--- config.mk ---
export PLATFORM = sky130hd
export DESIGN_NAME = dtw_timer_unit
export DESIGN_NICKNAME = d
export VERILOG_FILES = /design/src/design/dtw_pkg.sv /design/src/design/dtw_gp_timer.sv /design/src/design/dtw_timer_unit.sv
export VERILOG_INCLUDE_DIRS = /design/src /design/src/design
export SDC_FILE = /design/constraint.sdc
export NUM_CORES = 1
export LEC_CHECK = 0
export BUFFER_PORTS_ARGS = -buffer_cell sky130_fd_sc_hd__buf_4
export CORE_ASPECT_RATIO = 0.8
export CORE_UTILIZATION = 50
export CTS_BUF_LIST = sky130_fd_sc_hd__clkbuf_16
export CTS_CLUSTER_SIZE = 10
export DETAILED_ROUTE_END_ITERATION = 8
export GPL_TIMING_DRIVEN = 0
export HOLD_SLACK_MARGIN = 0.02
export PLACE_DENSITY = 0.82
export SYNTH_ARGS = -nofsm -noshare
export SYNTH_HDL_FRONTEND = slang
export SYNTH_SLANG_ARGS = --single-unit
--- constraint.sdc ---
create_clock -name I_CORE_CLK -period 5 [get_ports I_CORE_CLK]
set_input_delay 0.5 -clock I_CORE_CLK [delete_from_list [all_inputs] [get_ports I_CORE_CLK]]
set_output_delay 0.5 -clock I_CORE_CLK [all_outputs]
set_load 0.03 [all_outputs]
--- src/design/dtw_defines.svh ---
`ifndef DTW_DEFINES_SVH
`define DTW_DEFINES_SVH

// Core clock and tick rates, in Hz
`define DTW_CLK_HZ 100000000
`define DTW_GP_TICK_HZ 812500
`define DTW_WD_TICK_HZ 928000

// Accumulator width of the fractional tick dividers
`define DTW_ACC_W 27

// Widths and number of timers
`define DTW_GP_WIDTH 16
`define DTW_NUM_TIMERS 2
`define DTW_WD_WIDTH 16
`define DTW_WD_PRE_W 7
`define DTW_WD_PS_W 3

// Reset values
`define DTW_CNT_RST 16'h0000
`define DTW_PRE_RST 7'h00

`endif

--- src/design/dtw_pkg.sv ---
`default_nettype none
package dtw_pkg;

  typedef logic [15:0] dtw_cnt_t;
  typedef logic [2:0] dtw_ps_t;

  typedef enum logic {
    DTW_TMR_IDLE = 1'b0,
    DTW_TMR_RUN = 1'b1
  } dtw_tmr_state_e;

  typedef enum logic [1:0] {
    DTW_WD_OFF = 2'b00,
    DTW_WD_RUN = 2'b01,
    DTW_WD_BITE = 2'b11
  } dtw_wd_state_e;

endpackage
`default_nettype wire

--- src/design/dtw_gp_timer.sv ---
`timescale 1ns/1ns
`default_nettype none
`include "dtw_defines.svh"

module dtw_gp_timer #(
  parameter int WIDTH = `DTW_GP_WIDTH
) (
  input wire logic i_clk,
  input wire logic i_rst_n,
  input wire logic i_tick,
  input wire logic i_start,
  input wire logic i_stop,
  input wire logic i_auto_reload,
  input wire logic [WIDTH-1:0] i_load,
  output logic [WIDTH-1:0] o_count,
  output logic o_running,
  output logic o_irq
);
  import dtw_pkg::*;

  dtw_tmr_state_e state, next_state;
  logic [WIDTH-1:0] reload, next_reload;
  logic [WIDTH-1:0] next_count;
  logic auto_mode, next_auto_mode;
  logic next_irq;
  logic next_running;

  // ----------------------------------------
  // Down counter
  // ----------------------------------------
  always_comb begin
    next_state = state;
    next_reload = reload;
    next_count = o_count;
    next_auto_mode = auto_mode;
    next_irq = 1'b0;
    case (state)
      DTW_TMR_IDLE: begin
        if (i_start) begin
          next_state = DTW_TMR_RUN;
          next_count = i_load;
          next_reload = i_load;
          next_auto_mode = i_auto_reload;
        end
      end
      DTW_TMR_RUN: begin
        if (i_stop) begin
          next_state = DTW_TMR_IDLE;
        end else if (i_start) begin
          next_count = i_load;
          next_reload = i_load;
          next_auto_mode = i_auto_reload;
        end else if (i_tick) begin
          if (o_count == '0) begin
            next_irq = 1'b1;
            if (auto_mode) begin
              next_count = reload;
            end else begin
              next_state = DTW_TMR_IDLE;
            end
          end else begin
            next_count = o_count - 1'b1;
          end
        end
      end
      default: begin
        next_state = DTW_TMR_IDLE;
      end
    endcase
    // Running flag registered so the output comes from a flop
    next_running = (next_state == DTW_TMR_RUN);
  end

  always_ff @(posedge i_clk or negedge i_rst_n) begin
    if (!i_rst_n) begin
      state <= DTW_TMR_IDLE;
      reload <= '0;
      o_count <= '0;
      auto_mode <= 1'b0;
      o_irq <= 1'b0;
      o_running <= 1'b0;
    end else begin
      state <= next_state;
      reload <= next_reload;
      o_count <= next_count;
      auto_mode <= next_auto_mode;
      o_irq <= next_irq;
      o_running <= next_running;
    end
  end
endmodule
`default_nettype wire

--- src/design/dtw_timer_unit.sv ---
`timescale 1ns/1ns
`default_nettype none
`include "dtw_defines.svh"

module dtw_timer_unit #(
  parameter int NUM_TIMERS = `DTW_NUM_TIMERS,
  parameter int GP_WIDTH = `DTW_GP_WIDTH
) (
  input wire logic I_CORE_CLK,
  input wire logic I_RESET_N,
  input wire logic [NUM_TIMERS-1:0] I_TMR_START,
  input wire logic [NUM_TIMERS-1:0] I_TMR_STOP,
  input wire logic [NUM_TIMERS-1:0] I_TMR_AUTO_RELOAD,
  input wire logic [NUM_TIMERS-1:0][GP_WIDTH-1:0] I_TMR_LOAD,
  input wire logic I_WDOG_EN,
  input wire logic I_WDOG_KICK,
  input wire dtw_pkg::dtw_cnt_t I_WDOG_LOAD,
  input wire dtw_pkg::dtw_ps_t I_WDOG_PRESCALE,
  output logic [NUM_TIMERS-1:0][GP_WIDTH-1:0] O_TMR_COUNT,
  output logic [NUM_TIMERS-1:0] O_TMR_RUNNING,
  output logic [NUM_TIMERS-1:0] O_TMR_IRQ,
  output dtw_pkg::dtw_cnt_t O_WDOG_COUNT,
  output logic O_WDOG_EXPIRED
);
  import dtw_pkg::*;

  localparam logic [`DTW_ACC_W-1:0] CLK_HZ = `DTW_ACC_W'(`DTW_CLK_HZ);

  logic rst_meta, rst_n;

  // ----------------------------------------
  // Reset release
  // ----------------------------------------
  always_ff @(posedge I_CORE_CLK or negedge I_RESET_N) begin
    if (!I_RESET_N) begin
      rst_meta <= 1'b0;
      rst_n <= 1'b0;
    end else begin
      rst_meta <= 1'b1;
      rst_n <= rst_meta;
    end
  end

  // ----------------------------------------
  // Fractional tick dividers (0: timers, 1: watchdog)
  // ----------------------------------------
  logic [1:0] tick;

  genvar g;
  generate
    for (g = 0; g < 2; g++) begin : g_tick
      localparam logic [`DTW_ACC_W-1:0] STEP =
        (g == 0) ? `DTW_ACC_W'(`DTW_GP_TICK_HZ) : `DTW_ACC_W'(`DTW_WD_TICK_HZ);
      logic [`DTW_ACC_W-1:0] acc, next_acc;
      logic next_tick;
      // Average rate exactly STEP per second, jitter one core cycle
      always_comb begin
        next_acc = acc + STEP;
        next_tick = 1'b0;
        if (next_acc >= CLK_HZ) begin
          next_acc = next_acc - CLK_HZ;
          next_tick = 1'b1;
        end
      end
      always_ff @(posedge I_CORE_CLK or negedge rst_n) begin
        if (!rst_n) begin
          acc <= '0;
          tick[g] <= 1'b0;
        end else begin
          acc <= next_acc;
          tick[g] <= next_tick;
        end
      end
    end
  endgenerate

  // ----------------------------------------
  // General-purpose timers
  // ----------------------------------------
  generate
    for (g = 0; g < NUM_TIMERS; g++) begin : g_tmr
      dtw_gp_timer #(
        .WIDTH(GP_WIDTH)
      ) u_tmr (
        .i_clk(I_CORE_CLK),
        .i_rst_n(rst_n),
        .i_tick(tick[0]),
        .i_start(I_TMR_START[g]),
        .i_stop(I_TMR_STOP[g]),
        .i_auto_reload(I_TMR_AUTO_RELOAD[g]),
        .i_load(I_TMR_LOAD[g]),
        .o_count(O_TMR_COUNT[g]),
        .o_running(O_TMR_RUNNING[g]),
        .o_irq(O_TMR_IRQ[g])
      );
    end
  endgenerate

  // ----------------------------------------
  // Watchdog
  // ----------------------------------------
  dtw_wd_state_e wd_state, next_wd_state;
  logic [`DTW_WD_PRE_W-1:0] wd_pre, next_wd_pre;
  logic [`DTW_WD_PRE_W-1:0] pre_mask;
  dtw_cnt_t next_wd_count;
  logic next_wd_expired;
  logic wd_step;

  // Step every 2**prescale watchdog ticks
  assign pre_mask = `DTW_WD_PRE_W'((8'h01 << I_WDOG_PRESCALE) - 8'h01);
  assign wd_step = tick[1] && ((wd_pre & pre_mask) == pre_mask);

  always_comb begin
    next_wd_state = wd_state;
    next_wd_pre = wd_pre;
    next_wd_count = O_WDOG_COUNT;
    next_wd_expired = O_WDOG_EXPIRED;
    case (wd_state)
      DTW_WD_OFF: begin
        next_wd_expired = 1'b0;
        if (I_WDOG_EN) begin
          next_wd_state = DTW_WD_RUN;
          next_wd_count = I_WDOG_LOAD;
          next_wd_pre = `DTW_PRE_RST;
        end
      end
      DTW_WD_RUN: begin
        if (!I_WDOG_EN) begin
          next_wd_state = DTW_WD_OFF;
        end else if (I_WDOG_KICK) begin
          next_wd_count = I_WDOG_LOAD;
          next_wd_pre = `DTW_PRE_RST;
        end else if (tick[1]) begin
          next_wd_pre = wd_step ? `DTW_PRE_RST : wd_pre + 1'b1;
          if (wd_step) begin
            if (O_WDOG_COUNT == `DTW_CNT_RST) begin
              next_wd_state = DTW_WD_BITE;
              next_wd_expired = 1'b1;
            end else begin
              next_wd_count = O_WDOG_COUNT - 1'b1;
            end
          end
        end
      end
      DTW_WD_BITE: begin
        // Held until software disables the watchdog
        if (!I_WDOG_EN) begin
          next_wd_state = DTW_WD_OFF;
          next_wd_expired = 1'b0;
        end
      end
      default: begin
        next_wd_state = DTW_WD_OFF;
        next_wd_expired = 1'b0;
      end
    endcase
  end

  always_ff @(posedge I_CORE_CLK or negedge rst_n) begin
    if (!rst_n) begin
      wd_state <= DTW_WD_OFF;
      wd_pre <= `DTW_PRE_RST;
      O_WDOG_COUNT <= `DTW_CNT_RST;
      O_WDOG_EXPIRED <= 1'b0;
    end else begin
      wd_state <= next_wd_state;
      wd_pre <= next_wd_pre;
      O_WDOG_COUNT <= next_wd_count;
      O_WDOG_EXPIRED <= next_wd_expired;
    end
  end
endmodule
`default_nettype wire

==> impl_metrics.tcl, run 1 <==
set metrics [dict create \
    layout.nets 1261 \
    seq_power_share_pct 41.2 \
    grt_use_total_pct 25.27 \
    skew_ps 10.36 \
    worst_path_largest_cell_delay_ps 620 \
    synthTopCellsByArea "dfrtp_1 (39%), a21oi_1 (4.9%), xnor2_1 (4.6%)" \
    cp_max_fo 10 \
    die_h_um 123.9 \
    synth_warnings 0 \
    synth_area_um2 9283 \
    htreeDepth 4 \
    synth_edf_count 0 \
    setup_viol 0 \
    p_int_mw 2.357 \
    area_growth_pct 19.29 \
    synthArstFlopShare_pct 100.0 \
    synth_seq_cells 144 \
    netlist_instances 1053 \
    dpl.hpwl_mm 16.78 \
    synth.net_count 1126 \
    critPathKind "reg -> reg" \
    status "finished clean" \
    insertion_delay_ps 440 \
    p_sw_mw 1.171 \
    placedInstanceArea_um2 10480 \
    min_period_ps 3443 \
    power_density_nw_per_um2 318.5 \
    layout_common_cells "dfrtp_1 (143), buf_4 (118), nor2_1 (105), a21oi_1 (90), nand2_1 (86)" \
    slowest_stage "o31ai_1" \
    min_path_type "in -> reg" \
    drc_errors 0 \
    arrival_ps 3740 \
    leakagePower_nw 4.570 \
    grt_max_degree 59 \
    final_hold_viol_count 0 \
    drv_cap 0 \
    ys_types 87 \
    rsz0062_at_grt "false" \
    ant_nets 0 \
    crit_path_end_kind "register" \
    cts_resized 0 \
    drt-initial-drc-count 722 \
    overflow 0 \
    clkPwrFrac_pct 36.3 \
    port_buffers 113 \
    drt-wirelength-per-cell_um 16.61 \
    worst_slew_pin_slew_ps 902.5 \
    syn_avg_cell_area_um2 8.815 \
    cp.required_ps 5300 \
    cts.sinks 144 \
    io_pins 114 \
    core_um2 18170 \
    yosysTopAreaCellShare_pct 38.82 \
    fmax_mhz 290.5 \
    cts_tree "yes" \
    path_delay_family "compound AO/OA/AOI/OAI gates" \
    drive_above_1_share_pct 19.32 \
    worstSetupStartpointType "register" \
    path_buf_inv 2 \
    slew-limit-headroom_pct 39.28 \
    grt_first_pass_wirelength_mm 38.83 \
    grt_pass1_vias 7921 \
    peakVddDrop_uv 164.6 \
    combPwrFrac_pct 22.6 \
    finish.instance_area_um2 11070 \
    num_vias 8683 \
    ys_seq_area_share_pct 38.82 \
    viasPerCell 6.068 \
    synth_flop_cell "dfrtp_1" \
    cts_max_path_buffers 2 \
    path_cells "ha_1, buf_2, a21bo_2, a21oi_1, o31ai_1, nor3_1, o311a_1, a31o_2, a31oi_4, buf_4, o22ai_1, xnor2_1" \
    wl_mm 23.76 \
    period_share_pct 68.85 \
    antenna_cells 0 \
    synth_largest_area_cell "dfrtp_1" \
    drtPass1Iterations 6 \
    gp_congestion 0.9265 \
    dieArea_um2 19120 \
    root_buffer "clkbuf_16" \
    slew_viol_final 0 \
    cts-buffers-inserted 17 \
    initial_utilization_pct 51.10 \
    grt_antenna_before_repair 0 \
    die_w_um 154.3 \
    path_clk_slew_ps 60 \
    final_common_cell "dfrtp_1" \
    nFillCells 1517 \
    utilization_pct 60.95 \
    swShare_pct 33.19 \
    rows 44 \
]
layer usage:
metal  wire, um  share of wire (%)  track usage [%]  up-vias
met5          0                  0                0        -
met4        423                1.8            8.478        0
met3       2080                8.8            5.498       50
met2      10770                 45            40.06      426
met1      10490                 44            34.52     4116
li1           -                  -                -     4091
power groups by stage:
stage	Sequential [mW]	Combinational, mW	Clock, mW
global placement	1.47	0.738	0
detailed placement	1.46	0.781	0
finish	1.45	0.796	1.28
floorplan	1.59	0.350	0
global route	1.47	0.865	1.34
CTS	1.44	0.793	1.29
timing repair:
item	4_1_cts	5_1_grt
hold buffers	1	0
hold endpoints to repair	2	0
setup buffers	0	0
cell usage after synthesis (4+ instances only):
master       n
o211ai_1     7
and2_1      11
a21oi_1     90
mux2i_1      8
clkbuf_1    42
o31ai_1     10
buf_4        5
xor2_1      27
dfrtp_1    144
buf_2        7
nor3_1      30
ha_1        12
nand2_1     86
nand2b_1    13
nor4_1      14
o21a_1       6
nand4b_1     4
a21boi_0     6
a211oi_1    23
nor2b_1     11
o211a_1      5
a31oi_1      9
xnor2_1     49
nand3_1     40
o31a_1       4
nand4_1     12
mux2_2      35
or2_2        5
a21o_1      10
and3_1       8
o2111ai_1    6
nor2_1     105
o32ai_1      4
a22oi_1      5
or3_1       10
inv_1       28
o22ai_1      4
o21ai_0     85
nor3b_1      4
path summary, 6_finish.rpt:
path / start / slack (ps) / cells after the start / endpoint
worst max-delay path: g_tick[1].acc[8] / 1560 / 12 / g_tick[1].acc[12]
worst max register to register: g_tick[1].acc[8] / 1560 / 12 / g_tick[1].acc[12]
max in group asynchronous: rst_n / 3770 / 2 / g_tmr[0].u_tmr.o_count[14]
worst min register to register: rst_n / 270 / 0 / g_tmr[1].u_tmr.reload[12]
min in group asynchronous: rst_n / 270 / 0 / g_tmr[1].u_tmr.reload[12]
worst min-delay path: I_TMR_STOP[0] / 250 / 2 / g_tmr[0].u_tmr.o_irq
through the flow:
step | total power, mW | cells | setup slack, ps | TNS [ps] | hold WS [ps]
after global routing | 3.668 | 1431 | 1326 | 0 | 234.2
after global placement | 2.210 | 1396 | -928.7 | -129820 | 282.4
final | 3.527 | 1431 | 1557 | 0 | 245.3
after floorplan | 1.940 | 1053 | 690.8 | 0 | 204.4
after CTS | 3.523 | 1431 | 1588 | 0 | 234.2
after detailed placement | 2.244 | 1398 | 1620 | 0 | 282.6
logic make-up after synthesis:
family                     share of synthesized area [%]
xor gates and xnor gates                           7.171
other                                            0.04040
AOI/OAI and AO/OA                                  23.02
DFF                                                38.82
adders and majority gates                          1.617
and+or+nand+nor                                    20.08
buffers and inverters                              4.138
muxes                                              5.109
state kept, by name, summed over array words and instances (netlist names):
name	count
O_WDOG_COUNT	16
g_tick.acc	44
g_tmr.u_tmr.o_running	2
rst_n	1
g_tmr.u_tmr.o_irq	2
tick	2
g_tmr.u_tmr.auto_mode	2
O_WDOG_EXPIRED	1
g_tmr.u_tmr.o_count	32
rst_meta	1
wd_pre	7
wd_state	2
g_tmr.u_tmr.reload	32
cell type report:
cell class / count / area [um^2] / area share, %
Timing Repair Buffer: 116 / 913.4 / 8.249
Clock inverter: 15 / 160.2 / 1.446
Multi-Input combinational cell: 820 / 5295 / 47.82
Tap cell: 230 / 287.8 / 2.599
Sequential cell: 144 / 3607 / 32.58
Buffer: 60 / 275.3 / 2.486
Inverter: 29 / 108.9 / 0.9830
Clock buffer: 17 / 425.4 / 3.842
(Power assumes the default switching activity.)
==> inputs of run 2 (changes only) <==
--- a/config.mk
+++ b/config.mk
@@ -14,7 +14,7 @@
 export DETAILED_ROUTE_END_ITERATION = 8
 export GPL_TIMING_DRIVEN = 0
 export HOLD_SLACK_MARGIN = 0.02
-export PLACE_DENSITY = 0.82
+export PLACE_DENSITY = 0.85
 export SYNTH_ARGS = -nofsm -noshare
 export SYNTH_HDL_FRONTEND = slang
 export SYNTH_SLANG_ARGS = --single-unit
==> constraint.sdc (replaced) <==
create_clock -name I_CORE_CLK -period 3.1 [get_ports I_CORE_CLK]
set_input_delay 0.31 -clock I_CORE_CLK [delete_from_list [all_inputs] [get_ports I_CORE_CLK]]
set_output_delay 0.31 -clock I_CORE_CLK [all_outputs]
set_load 0.03 [all_outputs]
==> impl_metrics.tcl, run 2 (synthesis results as in run 1) <==
set metrics [dict create \
    status "finished clean" \
    period_share_pct 98.72 \
    drt-initial-drc-count 879 \
    dieArea_um2 19120 \
    reg2reg_from "g_tick[0].acc[9]" \
    die_h_um 123.9 \
    largest_register_ffs 44 \
    clkPwrFrac_pct 36.7 \
    layout.nets 1289 \
    final_hold_viol_count 0 \
    rows 44 \
    cts_max_path_buffers 2 \
    skew_ps 9.416 \
    die_w_um 154.3 \
    worstHoldStart "I_TMR_STOP[0]" \
    top_regs "g_tick.acc x44, g_tmr.u_tmr.o_count x32, g_tmr.u_tmr.reload x32" \
    arrival_ps 3370 \
    setup_viol 0 \
    holdPathStages 2 \
    io_pins 114 \
    core_um2 18170 \
    grt_use_total_pct 26.13 \
    multi_input_area_um2 5524 \
    layout_common_cells "buf_4 (148), dfrtp_1 (138), nor2_1 (104), nand2_1 (86)" \
    cp_max_fo 7 \
    slew_viol_final 0 \
    ant_nets 0 \
    port_buffers 113 \
    grt_first_pass_wirelength_mm 40.05 \
    hold_ws_ps 66.93 \
    fmax_mhz 326.8 \
    worst_slew_pin_slew_ps 858.8 \
    peakVddDrop_uv 295.0 \
    r2r-end "g_tick[0].acc[22]" \
    worstSetupStartpointType "register" \
    drc_errors 0 \
    power_density_nw_per_um2 496.2 \
    critPathKind "reg -> reg" \
    cts_tree "yes" \
    fin_setup_tns_ps 0 \
    num_vias 9115 \
    wl_mm 25.70 \
    min_to "g_tmr[0].u_tmr.o_irq" \
    seq_power_share_pct 40.9 \
    leakagePower_nw 4.783 \
    crit_path_end_kind "register" \
    viasPerCell 6.243 \
    p_int_mw 3.871 \
    dpl.hpwl_mm 16.85 \
    initial_utilization_pct 51.10 \
    min_path_type "in -> reg" \
    r2r_setup_slack_ps 40 \
    overflow 0 \
    r2r_cells 9 \
    drive_above_1_share_pct 24.57 \
    swShare_pct 32.53 \
    drt-wirelength-per-cell_um 17.60 \
    gp_congestion 0.9496 \
    drv_cap 0 \
    grt_antenna_before_repair 1 \
    cts-buffers-inserted 17 \
    ff_latch_area_um2 3613 \
    htreeDepth 4 \
    root_buffer "clkbuf_16" \
    path_clk_slew_ps 60 \
    max_flop_register "g_tick.acc" \
    p_sw_mw 1.867 \
    grt_max_degree 58 \
    drtPass1Iterations 6 \
    min_period_ps 3060 \
    area_growth_pct 24.57 \
    insertion_delay_ps 430 \
    nFillCells 1345 \
    grt_pass1_vias 8187 \
    combPwrFrac_pct 22.4 \
    slew-limit-headroom_pct 42.22 \
    cp.required_ps 3410 \
    cts.sinks 144 \
    final_common_cell "buf_4" \
]
[run 2: cell types whose count changed in the layout (fill, tap and decap cells not counted), moves of 4 or more]
| cell | previous run | this run |
|---|---|---|
| dfrtp_1 | 143 | 138 |
| buf_2 | 7 | 3 |
| a21oi_1 | 90 | 82 |
| clkbuf_1 | 42 | 38 |
| dfrtp_2 | 0 | 5 |
| a21oi_2 | 2 | 6 |
| a21oi_4 | 1 | 5 |
| buf_4 | 118 | 148 |
[run 2: per-stage QoR]
step           instance area, um^2  total power, mW  worst slack [ps]  std cells  utilization [%]
2_1_floorplan                 9284            3.129             118.7       1053                -
3_3_place_gp                 10420            3.565            -229.8       1396            57.36
3_5_place_dp                 10480            3.615            -285.2       1398            57.67
4_1_cts                      11170            5.719             3.331       1435            61.51
5_1_grt                      11560            5.964            -81.75       1460            63.65
6_report                     11560            5.737             39.68       1460            63.65
[run 2: worst max-delay path by stage]
stage	startpoint	endpoint	cells past startpoint	slack [ps]
after global placement	g_tick[1].acc[8]	g_tick[1].acc[12]	12	-230
final	g_tick[0].acc[9]	g_tick[0].acc[22]	9	40
after detailed placement	g_tick[1].acc[8]	g_tick[1].acc[12]	12	-290
after CTS	g_tick[0].acc[2]	g_tick[0].acc[18]	14	3
after global routing	g_tick[0].acc[2]	g_tick[0].acc[22]	10	-80
after floorplan	g_tick[0].acc[6]	g_tick[0].acc[22]	13	120
[run 2: critical path: stages, from the launching register on]
cell      delay (ps)
dfrtp_1          570
o211ai_4         180
a21boi_4         290
a21oi_4          130
or4b_1           540
a32oi_4          380
o21ai_4          140
a221oi_4         360
mux2i_1          240
o211ai_1         100
[run 2: per-layer routing]
layer | vias up | part of all wire (%) | GRT usage, %
met5 | - | 0 | 0
li1 | 4147 | - | -
met4 | 0 | 2.2 | 10.02
met1 | 4397 | 42 | 35.08
met2 | 508 | 47 | 41.76
met3 | 63 | 8.8 | 5.532
[run 2: power by group through the flow]
stage	sequential (mW)	combinational, mW	clock (mW)
after detailed placement	2.36	1.26	0
after floorplan	2.56	0.565	0
after CTS	2.33	1.28	2.11
after global routing	2.37	1.40	2.20
final	2.35	1.29	2.10
after global placement	2.37	1.19	0
[run 2: repair_timing]
action                                 CTS  global route
setup endpoints to repair               31            51
endpoints found under the hold margin    2             0
pin swaps                                4            24
resized for setup                       13            61
gates cloned                             0             1
hold buffers                             1             0
buffers inserted                         5            25
[run 2: cell type report]
cell class | instances | area share [%]
Inverter | 29 | 0.9630
Buffer | 57 | 2.402
Sequential cell | 144 | 31.25
Tap cell | 230 | 2.489
Timing Repair Buffer | 147 | 9.944
Clock buffer | 17 | 3.679
Antenna cell | 1 | 0.02164
Multi-Input combinational cell | 820 | 47.77
Clock inverter | 15 | 1.482
==> inputs of run 3 (changes only) <==
--- a/config.mk
+++ b/config.mk
@@ -8,13 +8,12 @@
 export LEC_CHECK = 0
 export BUFFER_PORTS_ARGS = -buffer_cell sky130_fd_sc_hd__buf_4
 export CORE_ASPECT_RATIO = 0.8
-export CORE_UTILIZATION = 50
-export CTS_BUF_LIST = sky130_fd_sc_hd__clkbuf_16
+export CORE_UTILIZATION = 40
 export CTS_CLUSTER_SIZE = 10
 export DETAILED_ROUTE_END_ITERATION = 8
 export GPL_TIMING_DRIVEN = 0
 export HOLD_SLACK_MARGIN = 0.02
-export PLACE_DENSITY = 0.85
+export PLACE_DENSITY = 0.73
 export SYNTH_ARGS = -nofsm -noshare
 export SYNTH_HDL_FRONTEND = slang
 export SYNTH_SLANG_ARGS = --single-unit
==> constraint.sdc (replaced) <==
create_clock -name I_CORE_CLK -period 2.5 [get_ports I_CORE_CLK]
set_input_delay 0.25 -clock I_CORE_CLK [delete_from_list [all_inputs] [get_ports I_CORE_CLK]]
set_output_delay 0.25 -clock I_CORE_CLK [all_outputs]
set_load 0.03 [all_outputs]
==> impl_metrics.tcl, run 3 (synthesis results as in run 1) <==
set metrics [dict create \
    largest_register_ffs 44 \
    drtPass1Iterations 5 \
    cp-endpoint "g_tick[0].acc[8]" \
    area_growth_pct 36.30 \
    nFillCells 1882 \
    peakVddDrop_uv 500.9 \
    critPathKind "reg -> reg" \
    drv_cap 0 \
    grt_max_degree 61 \
    dpl.hpwl_mm 17.45 \
    setup_viol 39 \
    num_vias 9156 \
    reg2reg_from "g_tick[0].acc[6]" \
    grt_antenna_before_repair 0 \
    grt_pass1_vias 8648 \
    period_share_pct 121.4 \
    grt_first_pass_wirelength_mm 43.74 \
    dp_slack_ps -820.6 \
    drt-wirelength-per-cell_um 17.73 \
    die_w_um 172.3 \
    r2r_cells 13 \
    arrival_ps 3360 \
    drive_above_1_share_pct 33.75 \
    cp_max_fo 5 \
    slew_viol_final 0 \
    overflow 0 \
    insertion_delay_ps 440 \
    rsz0062_at_grt "true" \
    cts-buffers-inserted 17 \
    fmax_mhz 329.5 \
    violations "setup timing" \
    crit_path_end_kind "register" \
    power_density_nw_per_um2 573.1 \
    skew_ps 13.65 \
    fin_total_pwr_mw 7.251 \
    min_path_type "in -> reg" \
    max_flop_register "g_tick.acc" \
    final_hold_viol_count 0 \
    cts.sinks 144 \
    drt-initial-drc-count 792 \
    path_clk_slew_ps 70 \
    port_buffers 113 \
    htreeDepth 4 \
    io_pins 114 \
    grt_use_total_pct 22.73 \
    status "complete, but fails checks" \
    die_h_um 138.3 \
    multi_input_area_um2 6078 \
    core_um2 22620 \
    worst_slew_pin_slew_ps 724.9 \
    fin_setup_tns_ps -13800 \
    worstSetupStartpointType "register" \
    antenna_cells 0 \
    layout.nets 1328 \
    gp_congestion 0.9216 \
    crit_start "g_tick[0].acc[6]" \
    r2r-end "g_tick[0].acc[8]" \
    cts_tree "yes" \
    top_regs "g_tick.acc x44, g_tmr.u_tmr.o_count x32, g_tmr.u_tmr.reload x32" \
    root_buffer "clkbuf_16" \
    rows 49 \
    final_common_cell "buf_4" \
    wl_mm 27.91 \
    viasPerCell 5.817 \
    min_period_ps 3035 \
    dieArea_um2 23820 \
    layout_common_cells "buf_4 (175), dfrtp_1 (133), nor2_1 (96), nand2_1 (80), o21ai_0 (79)" \
    finish.instance_area_um2 12650 \
    drc_errors 0 \
    cts_max_path_buffers 2 \
    placedInstanceArea_um2 10680 \
    leakagePower_nw 5.171 \
    setup_ws_ps -535.2 \
    ff_latch_area_um2 3620 \
    cp.required_ps 2820 \
    ant_nets 0 \
    r2r_setup_slack_ps -540 \
    slew-limit-headroom_pct 51.23 \
    initial_utilization_pct 41.03 \
]
run 3: cell count changes in the layout (fill, tap and decap cells not counted), sizes merged:
| cell | change |
|---|---|
| dlygate4sd3 | +2 |
| buf | +43 |
| diode | -1 |
| clkbuf | -5 |
| clkinvlp | -1 |
run 3: worst min-delay path by stage:
stage | start | endpoint | slack, ps | depth (start not counted)
after detailed placement | I_RESET_N | rst_meta | 40 | 1
after floorplan | I_RESET_N | rst_meta | -50 | 0
final | I_TMR_LOAD[16] | g_tmr[1].u_tmr.reload[0] | 30 | 3
after CTS | I_TMR_LOAD[16] | g_tmr[1].u_tmr.reload[0] | 20 | 3
after global placement | I_RESET_N | rst_meta | 30 | 1
after global routing | I_TMR_LOAD[16] | g_tmr[1].u_tmr.reload[0] | 30 | 3
run 3: metrics by stage:
| stage | hold slack, ps | instances | util (%) |
|---|---|---|---|
| global placement | 33.70 | 1472 | 46.97 |
| finish | 34.44 | 1574 | 55.93 |
| global route | 34.70 | 1574 | 55.93 |
| floorplan | -45.59 | 1053 | - |
| detailed placement | 35.06 | 1474 | 47.22 |
| CTS | 23.83 | 1562 | 54.03 |
run 3: worst max-delay path, stage by stage (launching register included):
cell and delay, ps:
dfrtp_2 440, or3_4 440, buf_6 150, buf_6 110, o2111ai_4 260, a21boi_4 100
o311a_1 410, o2111a_2 190, o21ai_4 230, a21oi_4 90, buf_8 160, buf_8 140
buf_6 110, xnor2_1 100
run 3: per-layer routing:
metal / wire, um / share of wire [%] / global-route usage, % / up-vias
met4: 488 / 1.7 / 5.869 / 0
met1: 12570 / 45 / 32.30 / 4462
met2: 12840 / 46 / 34.78 / 436
met3: 2011 / 7.2 / 5.010 / 52
li1: - / - / - / 4206
met5: 0 / 0 / 0 / -
run 3: report_power, final:
group,total [mW],internal [mW],switching (mW)
registers,2.93,2.58,0.349
clock network,2.70,1.59,1.11
logic,1.62,0.673,0.948
total,7.25,4.84,2.41
run 3: repair_timing:
item,CTS,global route
pin swaps,33,39
buffers inserted,55,20
hold endpoints to repair,5,0
setup endpoints to repair,75,85
resized for setup,114,81
hold buffers,3,0
run 3: final cells by class:
| cell class | instances | share of cell area [%] |
|---|---|---|
| repair buffers | 190 | 12.31 |
| clock inverters | 14 | 1.414 |
| multi-input cells | 820 | 48.04 |
| flip-flops and latches | 144 | 28.61 |
| clock buffers | 18 | 3.392 |
| inverters | 29 | 0.9197 |
| plain buffers | 53 | 2.284 |
| well taps | 306 | 3.026 |
